$ cat src/common/bsdc_map.svh
// Purpose: command codes, field positions, reset values and counts of the
//          bridge serial diagnosis and control block
// Assumes: included by bare name
// Notes:   definitions only
`ifndef BSDC_MAP_SVH
`define BSDC_MAP_SVH

// command codes, top three bits of the command byte
`define BSDC_CMD_READ_FAULT 3'h0
`define BSDC_CMD_READ_VERSION 3'h1
`define BSDC_CMD_READ_SETUP 3'h3
`define BSDC_CMD_CLEAR_FAULT 3'h4
`define BSDC_CMD_WRITE_SETUP_READ_FAULT 3'h6
`define BSDC_CMD_WRITE_SETUP 3'h7

// bridge_setup_word fields
`define BSDC_SETUP_LOAD_PROBE_OFF 4
`define BSDC_SETUP_SERIAL_DRIVE_SELECT 3
`define BSDC_SETUP_SOFT_OUTPUT_ON 2
`define BSDC_SETUP_SOFT_HEADING 1
`define BSDC_SETUP_SOFT_CHOP_LEVEL 0
`define BSDC_SETUP_RESET 8'h00

// fault_report_word fields
`define BSDC_FAULT_ENABLED 7
`define BSDC_FAULT_OVERHEAT 6
`define BSDC_FAULT_TX_CHECK 5
`define BSDC_FAULT_CURRENT_LIMIT 4
`define BSDC_FAULT_RESET 8'hdf

// fault code nibble
`define BSDC_CODE_NONE 4'hf
`define BSDC_CODE_OPEN 4'hc
`define BSDC_CODE_SUPPLY_LOW 4'h3

// version word: fixed upper nibble
`define BSDC_VERSION_HIGH 4'h2

// on-state open-load pulse count
`define BSDC_OPEN_COUNT 3'h5

`endif

$ cat src/common/bsdc_pkg.sv
// Purpose: types of the bridge serial diagnosis and control block
// Assumes: nothing
// Notes:   constants live in bsdc_map.svh
package bsdc_pkg;

    typedef enum logic [1:0] {
        BSDC_RESP_FAULT = 2'b00,
        BSDC_RESP_SETUP = 2'b01,
        BSDC_RESP_VERSION = 2'b10
    } bsdc_resp_t;

    typedef struct packed {
        logic [7:0] setup;
        bsdc_resp_t resp;
        logic in_frame;
        logic seen_rise;
        logic [7:0] shift_out;
        logic [7:0] shift_in;
        logic sclk_q;
        logic sel_q;
        logic off_q;
        logic pwm_q;
        logic dir_q;
        logic en_q;
        logic olp_q;
        logic fw_q;
        logic ground_short_a;
        logic battery_short_a;
        logic ground_short_b;
        logic battery_short_b;
        logic current_limit_flag;
        logic open_on;
        logic [2:0] open_cnt;
        logic [2:0] fw_cnt;
        logic sdo;
        logic sdo_oe_n;
        logic drv_en;
        logic drv_dir;
        logic drv_pwm;
        logic probe_on;
        logic fault_beacon;
    } bsdc_state_t;

endpackage

$ cat src/design/bsdc_sync.sv
// Purpose: two-stage synchroniser for a group of outside levels
// Assumes: inputs asynchronous to clk_sys_in
// Notes:   only the second stage leaves this module
module bsdc_sync #(
    parameter int W = 1,
    parameter logic [W-1:0] RST_VAL = '0
) (
    input wire logic clk_sys_in,
    input wire logic rst_n_in,
    input wire logic [W-1:0] d_in,
    output logic [W-1:0] q_out
);
    typedef struct packed {
        logic [W-1:0] s1;
        logic [W-1:0] s2;
    } bsdc_sync_t;

    bsdc_sync_t s;
    bsdc_sync_t next_s;

    always_comb begin
        next_s.s1 = d_in;
        next_s.s2 = s.s1;
    end

    always_ff @(posedge clk_sys_in or negedge rst_n_in) begin
        if (!rst_n_in) begin
            s <= {RST_VAL, RST_VAL};
        end else begin
            s <= next_s;
        end
    end

    assign q_out = s.s2;
endmodule // bsdc_sync

$ cat src/design/bsdc_fault_enc.sv
// Purpose: fault code nibble from short, open and supply flags
// Assumes: flags already latched as wanted by the caller
// Notes:   combinational; only valid codes can leave
`include "bsdc_map.svh"

module bsdc_fault_enc (
    input wire logic ground_short_a_in,
    input wire logic battery_short_a_in,
    input wire logic ground_short_b_in,
    input wire logic battery_short_b_in,
    input wire logic open_circuit_fault_in,
    input wire logic supply_low_in,
    output logic [3:0] code_out
);
    logic bat_a;
    logic bat_b;

    // both shorts on one output would alias another code; ground wins
    assign bat_a = battery_short_a_in & ~ground_short_a_in;
    assign bat_b = battery_short_b_in & ~ground_short_b_in;

    always_comb begin
        if (supply_low_in) begin
            code_out = `BSDC_CODE_SUPPLY_LOW;
        end else if (ground_short_a_in | bat_a | ground_short_b_in |
                     bat_b) begin
            code_out = ~{bat_b, ground_short_b_in, bat_a,
                         ground_short_a_in};
        end else if (open_circuit_fault_in) begin
            code_out = `BSDC_CODE_OPEN;
        end else begin
            code_out = `BSDC_CODE_NONE;
        end
    end
endmodule // bsdc_fault_enc

$ cat src/design/bsdc_top.sv
// Purpose: serial command, diagnosis and control slave of a bridge driver
// Assumes: link pins and analog flags are asynchronous; all are synced
// Notes:   link edges are found by sampling on clk_sys_in
//
// What this block does
// - flag driven on output before first rise
// - flag high whenever outputs are tristated
// - flag ORed with serial input for chaining
// - decode reads by top three bits
// - clear command clears faults, answers fault word
// - write setup, answer setup word
// - write setup, answer fault word
// - first answer after reset is version
// - unknown command answers fault word
// - probe off disconnects sources, hides open load
// - serial select accepted only with pins low
// - any pin change drops serial select
// - soft output on enables under serial select
// - soft heading and chop replace pins
// - fault bit 7 shows pin enable
// - overheat and current limit bits active low
// - fault bit 5 always zero
// - encode short codes in low nibble
// - off-state open and supply low unlatched, shorts latched
// - fault word cleared on listed events
// - dir pin change clears limit and open flags
// - five freewheel pulses clear open flag
// - eight bits MSB first, sample fall
// - each select low pulse is one frame
`include "bsdc_map.svh"

module bsdc_top
    import bsdc_pkg::*;
#(
    parameter logic [3:0] VERSION = 4'h1 // arbitrary value
) (
    input wire logic clk_sys_in,
    input wire logic rst_n_in,
    input wire logic select_n_in,
    input wire logic sclk_in,
    input wire logic sdi_in,
    input wire logic bridge_off_pin_in,
    input wire logic pwm_in,
    input wire logic dir_in,
    input wire logic overheat_flag_in,
    input wire logic current_limit_flag_in,
    input wire logic ground_short_a_in,
    input wire logic battery_short_a_in,
    input wire logic ground_short_b_in,
    input wire logic battery_short_b_in,
    input wire logic open_off_in,
    input wire logic open_pulse_in,
    input wire logic freewheel_pulse_in,
    input wire logic supply_low_in,
    input wire logic sleep_in,
    output logic sdo_out,
    output logic sdo_oe_n_out,
    output logic bridge_enable_out,
    output logic bridge_dir_out,
    output logic bridge_pwm_out,
    output logic load_probe_on_out,
    output logic fault_beacon_out
);

    ////////////////////////////////////////////////////////////////////
    // input synchronisers

    localparam int NSYNC = 17;
    logic [NSYNC-1:0] sync_q;
    logic sel_s;
    logic sclk_s;
    logic sdi_s;
    logic off_s;
    logic pwm_s;
    logic dir_s;
    logic ot_s;
    logic cl_s;
    logic ga_s;
    logic ba_s;
    logic gb_s;
    logic bb_s;
    logic olo_s;
    logic olp_s;
    logic fw_s;
    logic uv_s;
    logic sleep_s;

    // select idles high so reset does not fake a frame start
    bsdc_sync #(
        .W(NSYNC),
        .RST_VAL(17'h10000)
    ) u_sync (
        .clk_sys_in(clk_sys_in),
        .rst_n_in(rst_n_in),
        .d_in({select_n_in, sclk_in, sdi_in, bridge_off_pin_in, pwm_in,
               dir_in, overheat_flag_in, current_limit_flag_in,
               ground_short_a_in, battery_short_a_in, ground_short_b_in,
               battery_short_b_in, open_off_in, open_pulse_in,
               freewheel_pulse_in, supply_low_in, sleep_in}),
        .q_out(sync_q)
    );

    assign {sel_s, sclk_s, sdi_s, off_s, pwm_s, dir_s, ot_s, cl_s, ga_s,
            ba_s, gb_s, bb_s, olo_s, olp_s, fw_s, uv_s, sleep_s} = sync_q;

    ////////////////////////////////////////////////////////////////////
    // events and derived levels

    bsdc_state_t s;
    bsdc_state_t next_s;

    logic sel_fall;
    logic sel_rise;
    logic sclk_rise;
    logic sclk_fall;
    logic pin_change;
    logic dir_change;
    logic eff_en;
    logic en_toggle;
    logic cmd_clear;
    logic diag_clear;
    logic open_report;
    logic [3:0] code;
    logic [7:0] fault_word;
    logic [7:0] version_word;
    logic [2:0] cmd;
    logic pins_low;

    assign sel_fall = s.sel_q & ~sel_s;
    assign sel_rise = ~s.sel_q & sel_s;
    assign sclk_rise = ~s.sclk_q & sclk_s;
    assign sclk_fall = s.sclk_q & ~sclk_s;
    assign dir_change = s.dir_q ^ dir_s;
    assign pin_change = (s.off_q ^ off_s) | (s.pwm_q ^ pwm_s) | dir_change;
    assign pins_low = ~off_s & ~pwm_s & ~dir_s;
    assign cmd = s.shift_in[7:5];

    assign eff_en = s.setup[`BSDC_SETUP_SERIAL_DRIVE_SELECT] ?
                    s.setup[`BSDC_SETUP_SOFT_OUTPUT_ON] : ~off_s;
    assign en_toggle = eff_en ^ s.en_q;
    assign cmd_clear = sel_rise & s.in_frame &
                       (cmd == `BSDC_CMD_CLEAR_FAULT);
    assign diag_clear = uv_s | sleep_s | en_toggle | cmd_clear;

    assign open_report = ~s.setup[`BSDC_SETUP_LOAD_PROBE_OFF] &
                         (s.open_on | (~eff_en & olo_s));

    bsdc_fault_enc u_enc (
        .ground_short_a_in(s.ground_short_a),
        .battery_short_a_in(s.battery_short_a),
        .ground_short_b_in(s.ground_short_b),
        .battery_short_b_in(s.battery_short_b),
        .open_circuit_fault_in(open_report),
        .supply_low_in(uv_s),
        .code_out(code)
    );

    assign fault_word = {~off_s, ~ot_s, 1'b0, ~s.current_limit_flag, code};
    assign version_word = {`BSDC_VERSION_HIGH, VERSION};

    ////////////////////////////////////////////////////////////////////
    // next state

    always_comb begin
        next_s = s;
        next_s.sel_q = sel_s;
        next_s.sclk_q = sclk_s;
        next_s.off_q = off_s;
        next_s.pwm_q = pwm_s;
        next_s.dir_q = dir_s;
        next_s.en_q = eff_en;
        next_s.olp_q = olp_s;
        next_s.fw_q = fw_s;

        // shorts latch, a new short beats a clear
        next_s.ground_short_a = ga_s | (s.ground_short_a & ~diag_clear);
        next_s.battery_short_a = ba_s | (s.battery_short_a & ~diag_clear);
        next_s.ground_short_b = gb_s | (s.ground_short_b & ~diag_clear);
        next_s.battery_short_b = bb_s | (s.battery_short_b & ~diag_clear);

        next_s.current_limit_flag = cl_s |
            (s.current_limit_flag & ~dir_change & ~diag_clear);

        // dir pin change clears open, a same-cycle pulse wins
        if (dir_change | diag_clear) begin
            next_s.open_on = 1'b0;
            next_s.open_cnt = 3'h0;
            next_s.fw_cnt = 3'h0;
        end
        // on-state open load needs five pulses without freewheeling
        if (olp_s & ~s.olp_q) begin
            next_s.fw_cnt = 3'h0;
            if (s.open_cnt != `BSDC_OPEN_COUNT) begin
                next_s.open_cnt = s.open_cnt + 3'h1;
            end
            if (s.open_cnt + 3'h1 >= `BSDC_OPEN_COUNT) begin
                next_s.open_on = 1'b1;
            end
        end else if (fw_s & ~s.fw_q) begin
            next_s.open_cnt = 3'h0;
            if (s.fw_cnt != `BSDC_OPEN_COUNT) begin
                next_s.fw_cnt = s.fw_cnt + 3'h1;
            end
            if (s.fw_cnt + 3'h1 >= `BSDC_OPEN_COUNT) begin
                next_s.open_on = 1'b0;
            end
        end
        if (sel_fall) begin
            next_s.in_frame = 1'b1;
            next_s.seen_rise = 1'b0;
            case (s.resp)
                BSDC_RESP_SETUP: next_s.shift_out = s.setup;
                BSDC_RESP_VERSION: next_s.shift_out = version_word;
                default: next_s.shift_out = fault_word;
            endcase
        end else if (s.in_frame) begin
            if (sclk_rise) begin
                next_s.seen_rise = 1'b1;
                next_s.sdo = s.shift_out[7];
                next_s.shift_out = {s.shift_out[6:0], 1'b0};
            end
            if (sclk_fall) begin
                next_s.shift_in = {s.shift_in[6:0], sdi_s};
            end
            if (sel_rise) begin
                next_s.in_frame = 1'b0;
                case (cmd)
                    `BSDC_CMD_READ_FAULT: next_s.resp = BSDC_RESP_FAULT;
                    `BSDC_CMD_READ_VERSION: next_s.resp = BSDC_RESP_VERSION;
                    `BSDC_CMD_READ_SETUP: next_s.resp = BSDC_RESP_SETUP;
                    `BSDC_CMD_CLEAR_FAULT: next_s.resp = BSDC_RESP_FAULT;
                    `BSDC_CMD_WRITE_SETUP: begin
                        next_s.resp = BSDC_RESP_SETUP;
                        next_s.setup = s.shift_in;
                    end
                    `BSDC_CMD_WRITE_SETUP_READ_FAULT: begin
                        next_s.resp = BSDC_RESP_FAULT;
                        next_s.setup = s.shift_in;
                    end
                    default: next_s.resp = BSDC_RESP_FAULT;
                endcase
                if (!pins_low) begin
                    next_s.setup[`BSDC_SETUP_SERIAL_DRIVE_SELECT] =
                        s.setup[`BSDC_SETUP_SERIAL_DRIVE_SELECT];
                end
            end
        end

        if (pin_change) begin
            next_s.setup[`BSDC_SETUP_SERIAL_DRIVE_SELECT] = 1'b0;
        end

        if (next_s.in_frame & ~next_s.seen_rise) begin
            next_s.sdo = s.fault_beacon | sdi_s;
        end
        next_s.sdo_oe_n = ~next_s.in_frame;
        if (!next_s.in_frame) begin
            next_s.sdo = 1'b0;
        end

        next_s.drv_dir = s.setup[`BSDC_SETUP_SERIAL_DRIVE_SELECT] ?
                         s.setup[`BSDC_SETUP_SOFT_HEADING] : dir_s;
        next_s.drv_pwm = s.setup[`BSDC_SETUP_SERIAL_DRIVE_SELECT] ?
                         s.setup[`BSDC_SETUP_SOFT_CHOP_LEVEL] : pwm_s;
        next_s.drv_en = eff_en & ~ot_s & ~uv_s & ~s.ground_short_a &
                        ~s.battery_short_a & ~s.ground_short_b &
                        ~s.battery_short_b;
        next_s.fault_beacon = ~next_s.drv_en;
        next_s.probe_on = ~eff_en & ~s.setup[`BSDC_SETUP_LOAD_PROBE_OFF];
    end

    always_ff @(posedge clk_sys_in or negedge rst_n_in) begin
        if (!rst_n_in) begin
            s <= '0;
            s.setup <= `BSDC_SETUP_RESET;
            s.resp <= BSDC_RESP_VERSION;
            s.sel_q <= 1'b1;
            s.sdo_oe_n <= 1'b1;
            s.en_q <= 1'b1;
            s.fault_beacon <= 1'b1;
        end else begin
            s <= next_s;
        end
    end

    assign sdo_out = s.sdo;
    assign sdo_oe_n_out = s.sdo_oe_n;
    assign bridge_enable_out = s.drv_en;
    assign bridge_dir_out = s.drv_dir;
    assign bridge_pwm_out = s.drv_pwm;
    assign load_probe_on_out = s.probe_on;
    assign fault_beacon_out = s.fault_beacon;
endmodule // bsdc_top

$ cat config.mk
export PLATFORM = sky130hd
export DESIGN_NAME = bsdc_top
export DESIGN_NICKNAME = d
export VERILOG_FILES = /design/src/common/bsdc_pkg.sv /design/src/design/bsdc_sync.sv /design/src/design/bsdc_fault_enc.sv /design/src/design/bsdc_top.sv
export VERILOG_INCLUDE_DIRS = /design/src /design/src/common
export SDC_FILE = /design/constraint.sdc
export NUM_CORES = 1
export LEC_CHECK = 0
export BUFFER_PORTS_ARGS = -buffer_cell sky130_fd_sc_hd__buf_2
export CORE_MARGIN = 5
export CORE_UTILIZATION = 35
export CTS_CLUSTER_DIAMETER = 200
export DETAILED_ROUTE_END_ITERATION = 10
export GPL_TIMING_DRIVEN = 0
export PLACE_DENSITY_LB_ADDON = 0.25
export SLEW_MARGIN = 20
export SYNTH_ARGS = -nofsm -noshare
export SYNTH_HDL_FRONTEND = slang
export SYNTH_HIERARCHICAL = 1
export SYNTH_SLANG_ARGS = --single-unit
$ cat constraint.sdc
create_clock -name clk_sys_in -period 2 [get_ports clk_sys_in]
set_input_delay 0.3 -clock clk_sys_in [delete_from_list [all_inputs] [get_ports clk_sys_in]]
set_output_delay 0.3 -clock clk_sys_in [all_outputs]
set_load 0.02 [all_outputs]
==> results by stage <==
Run status:
- The flow ran to the end, and the final reports show no timing, DRC or antenna violations.

STA:
- The fmax is between 0.5 and 0.6 GHz.
- Setup repair after global routing left no endpoint under its margin.
- The worst slew margin relative to its limit is 52.4%.
- The max-slew violation total from the final report is 0.
- After layout, the minimum clock period comes to around 1900 ps.
- The final worst-path setup slack is around 120 ps.
- Across the routed clock network, the largest skew measured is 10.1 ps.
- The final critical path takes up between 90% and 100% of the cycle.
- The number of endpoints with negative hold slack in the final report is 0.
- The final count of negative-setup-slack endpoints is 0.
- The transition time at the pin with the least slew margin is about 710 ps.

Clocking:
- Counting the buffers created by CTS gives 9.
- For the worst-skew pair, the clock arrives at the later sink with an insertion delay of about 350 ps.
- The root buffer cell chosen for the clock tree is clkbuf_8.
- TritonCTS built the clock tree.
- The clock transition at the register clock pins on the worst setup and hold paths after CTS is 90 ps.
- The clock net in this run drives a total of 89 sinks.
- The count of instances resized after the clock tree is built is 0.
- The number of H-tree levels is 3.
- The maximum root-to-sink buffer count is 2.

Placement:
- The placed cell area is 0.00366 mm^2.
- At the end of routability-driven placement, the weighted congestion stood at 0.738.
- The placed wire-length estimate is roughly 4000 um.
- During placement, the flow inserted port buffers numbering 25.
- Prior to clock tree synthesis, the placed netlist has a worst setup slack of -16.4 ps.

Routing:
- The mean number of vias per cell is 4.58.
- In the routed design, unresolved DRC markers number 0.
- The length of the first detailed-routing pass in iterations is 4.
- The remaining antenna violation count after routing is 0.
- The DRC violation total after the first TritonRoute iteration is 76.
- The average wire length per cell after detail routing is about 13 um.
- For this block, the via count after detailed routing is between 1,500 and 2,000.
- The final wirelength is 5660 um.

Critical path:
- In this design, the stage delay of the slowest critical-path cell is 560 ps.
- The start-to-end type of the worst setup path is reg2reg.
- The required time of the critical path is 2280 ps.
- Along the worst path, the maximum fanout reaches 9.
- The cell class contributing the biggest share of worst-path delay is compound AO/OA/AOI/OAI gates.
- The slowest library cell on the worst path is dfstp_2.
- The kind of start point of the critical path is a register.
- STA puts the critical path data arrival time at 2170 ps.
- Together, buffers and inverters on the worst path number 2.
- Traced cell by cell, the critical path runs through and3b_1, buf_6, a311o_1, a211oi_4, buf_12, nand3_1, a21oi_1.
- The nature of the critical path endpoint is a register.

Final layout:
- Cells fill 42.5% of the core in the end.
- After the last flow step, the layout net total stands at 319.
- The finished layout cell area is 0.00394 mm^2.
- The number of antenna diodes in the final layout is 0.
- Relative to the synthesized area, the layout overhead comes to 17.9%.
- Cells with a size suffix above 1 make up 23.2% of the layout.

Synth:
- The number of library cell types mapped by synthesis is 35.
- The number of cells produced by synthesis is 253.
- The largest total area in the synthesized netlist belongs to dfrtp_1.
- The synthesized net count is 280.
- The Yosys step of the flow raised 6 warnings.
- The synthesized netlist occupies a cell area of roughly 0.0033 mm^2.
- The synthesis-stage register bit count is 89.
- Sequential cells were found to cover 66.9% of the synthesized design area.
- The share of synthesized area in the top cell type comes to 61.4%.
- Sorting the synthesized cells by area gives the leading types as dfrtp_1 61%, dfstp_2 5.5%, mux2_2 4.4%.
- The average instance area after synthesis is 13.2 um^2.

Floorplanning:
- Once the floorplan was initialized, standard cells occupied a little over a third of the core.
- The placeable core area is 0.00928 mm^2.
- The I/O pin count is 26.
- The floorplan step set the die height to between 100 and 150 um.
- The initialized floorplan defines 35 standard-cell rows.
- The die covers 0.0116 mm^2.
- The width of the die is approximately 110 um.

Power:
- Summed over all nets, the switching power comes to roughly 940 uW.
- The total power divided by cell area is between 1000 and 1500 mW/mm^2.
- The largest voltage drop on the vdd net is 478 uV.
- In this run, the combinational gates consume 9.3% of the power.
- Net switching is between 20% and 30% of the power.
- Registers are responsible for 53.0% of the overall power.
- The clock network burns a little under two fifths of the power.
- The overall power of the completed layout is 3960 uW.
- The leakage component of the power is 0.00183 uW.
- The internal cell power is 3020 uW.

GRT:
- The first-pass GRT wire length is 9740 um.
- For this run, the total global-route usage over all layers was measured as between 10% and 20%.
- Summed over all layers, the global routing overflow is 0.
- The pin count of the biggest net entering global routing is 60.
- The via count of the first global-routing pass came to approximately 2,000.
- The initial antenna violation count is 0.

Min path:
- In this run the worst hold path is classified as in2reg.

Flow run:
- The tool flagged a number of max-cap violations equal to 0.
## state kept, by name, indices dropped and copies added, names as in the netlist
register           cells
bridge_enable_out      1
sdo_out                1
u_sync/q_out          17
u_sync/next_s         17
s                     45
load_probe_on_out      1
cmd                    3
sdo_oe_n_out           1
bridge_pwm_out         1
bridge_dir_out         1
fault_beacon_out       1
## final timing paths
path / start / to / slack, ps / cells after the start
hold reg to reg: u_sync/next_s[13]$_DFF_PN0_ / u_sync/q_out[13]$_DFF_PN0_ / 350 / 0
min in group asynchronous: rst_n_in / u_sync/next_s[9]$_DFF_PN0_ / 420 / 2
hold / removal: select_n_in / u_sync/next_s[16]$_DFF_PN1_ / 40 / 1
setup reg to reg: s[25]$_DFF_PN1_ / s[8]$_DFF_PN0_ / 120 / 7
max in group asynchronous: rst_n_in / s[25]$_DFF_PN1_ / 920 / 3
setup / recovery: s[25]$_DFF_PN1_ / s[8]$_DFF_PN0_ / 120 / 7
## power by group through the flow
| stage | logic, uW | clock network [uW] | registers, uW |
|---|---|---|---|
| floorplan | 243 | 0 | 2110 |
| global placement | 350 | 0 | 2130 |
| detailed placement | 367 | 0 | 2140 |
| CTS | 374 | 1540 | 2100 |
| global route | 421 | 1610 | 2130 |
| finish | 367 | 1490 | 2100 |
## Yosys cell counts, drive strengths merged
master and instances:
a211oi 2, a21o 7, a21oi 20, a221oi 6, a311o 1, a31oi 1, a32o 1, and3b 1
buf 1, clkbuf 3, dfrtp 82, dfstp 7, ha 8, inv 16, mux2 13, mux2i 9
nand2 10, nand2b 8, nand3 10, nand3b 1, nand4 3, nor2 13, nor2b 4, nor3 4
nor3b 1, nor4 3, o21ai 10, o311a 1, or3 2, xor2 5
## layout by cell type, fill, tap and decap left out, types with 9 or more instances in the layout
cell type  Yosys  routed
clkbuf_8       0      10
o21ai_0        9       9
inv_1         16      16
a21oi_1       20      20
mux2_2        13      13
nor2_1        13      13
dfrtp_1       82      82
buf_2          0      24
mux2i_1        9       9
nand2_1       10      10
nand3_1        9       9
## routing by layer
layer | track usage [%] | up-vias | wire [um]
li1 | - | 957 | -
met1 | 14.4 | 938 | 2710
met2 | 16.2 | 38 | 2580
met3 | 2.40 | 16 | 200
met4 | 6.76 | 0 | 165
met5 | 0 | - | 0
## per-stage QoR
stage	cells	hold WS [ps]	setup TNS, ps
6_report	426	35.7	0
3_3_place_gp	407	332	-10890
2_1_floorplan	253	4.41	0
4_1_cts	426	12.9	0
3_5_place_dp	408	265	-25.7
5_1_grt	426	13.0	0
## cells by family (layout without fill, tap and decap cells)
family                     count (synthesis)  count (layout)  share of synthesized area [%]
AOI/OAI and AO/OA                         49              49                           9.54
and+or+nand+nor                           60              60                           9.76
muxes                                     22              22                           7.07
xor gates and xnor gates                   5               5                           1.31
DFF                                       89              89                           66.9
buffers and inverters                     20              64                           2.47
adders and majority gates                  8               8                           2.99
## layout make-up
type | instances | area [um^2]
well taps | 129 | 161
clock inverters | 6 | 114
flip-flops and latches | 89 | 2240
multi-input cells | 144 | 1030
fillers | 900 | 5340
inverters | 16 | 60.1
clock buffers | 10 | 138
repair buffers | 28 | 185
plain buffers | 4 | 22.5
## timing repair
item | in CTS | in global routing
endpoints found under the hold margin | 28 | 0
setup buffers | 1 | 0
hold buffers | 1 | 0
pin swaps | 2 | 2
endpoints found under the setup margin | 4 | 5
## worst register-to-register path: stages, from the launching register on
cell,delay [ps]
dfstp_2,560
and3b_1,190
buf_6,130
a311o_1,320
a211oi_4,230
buf_12,160
nand3_1,80
a21oi_1,140
(Power assumes the default switching activity.)
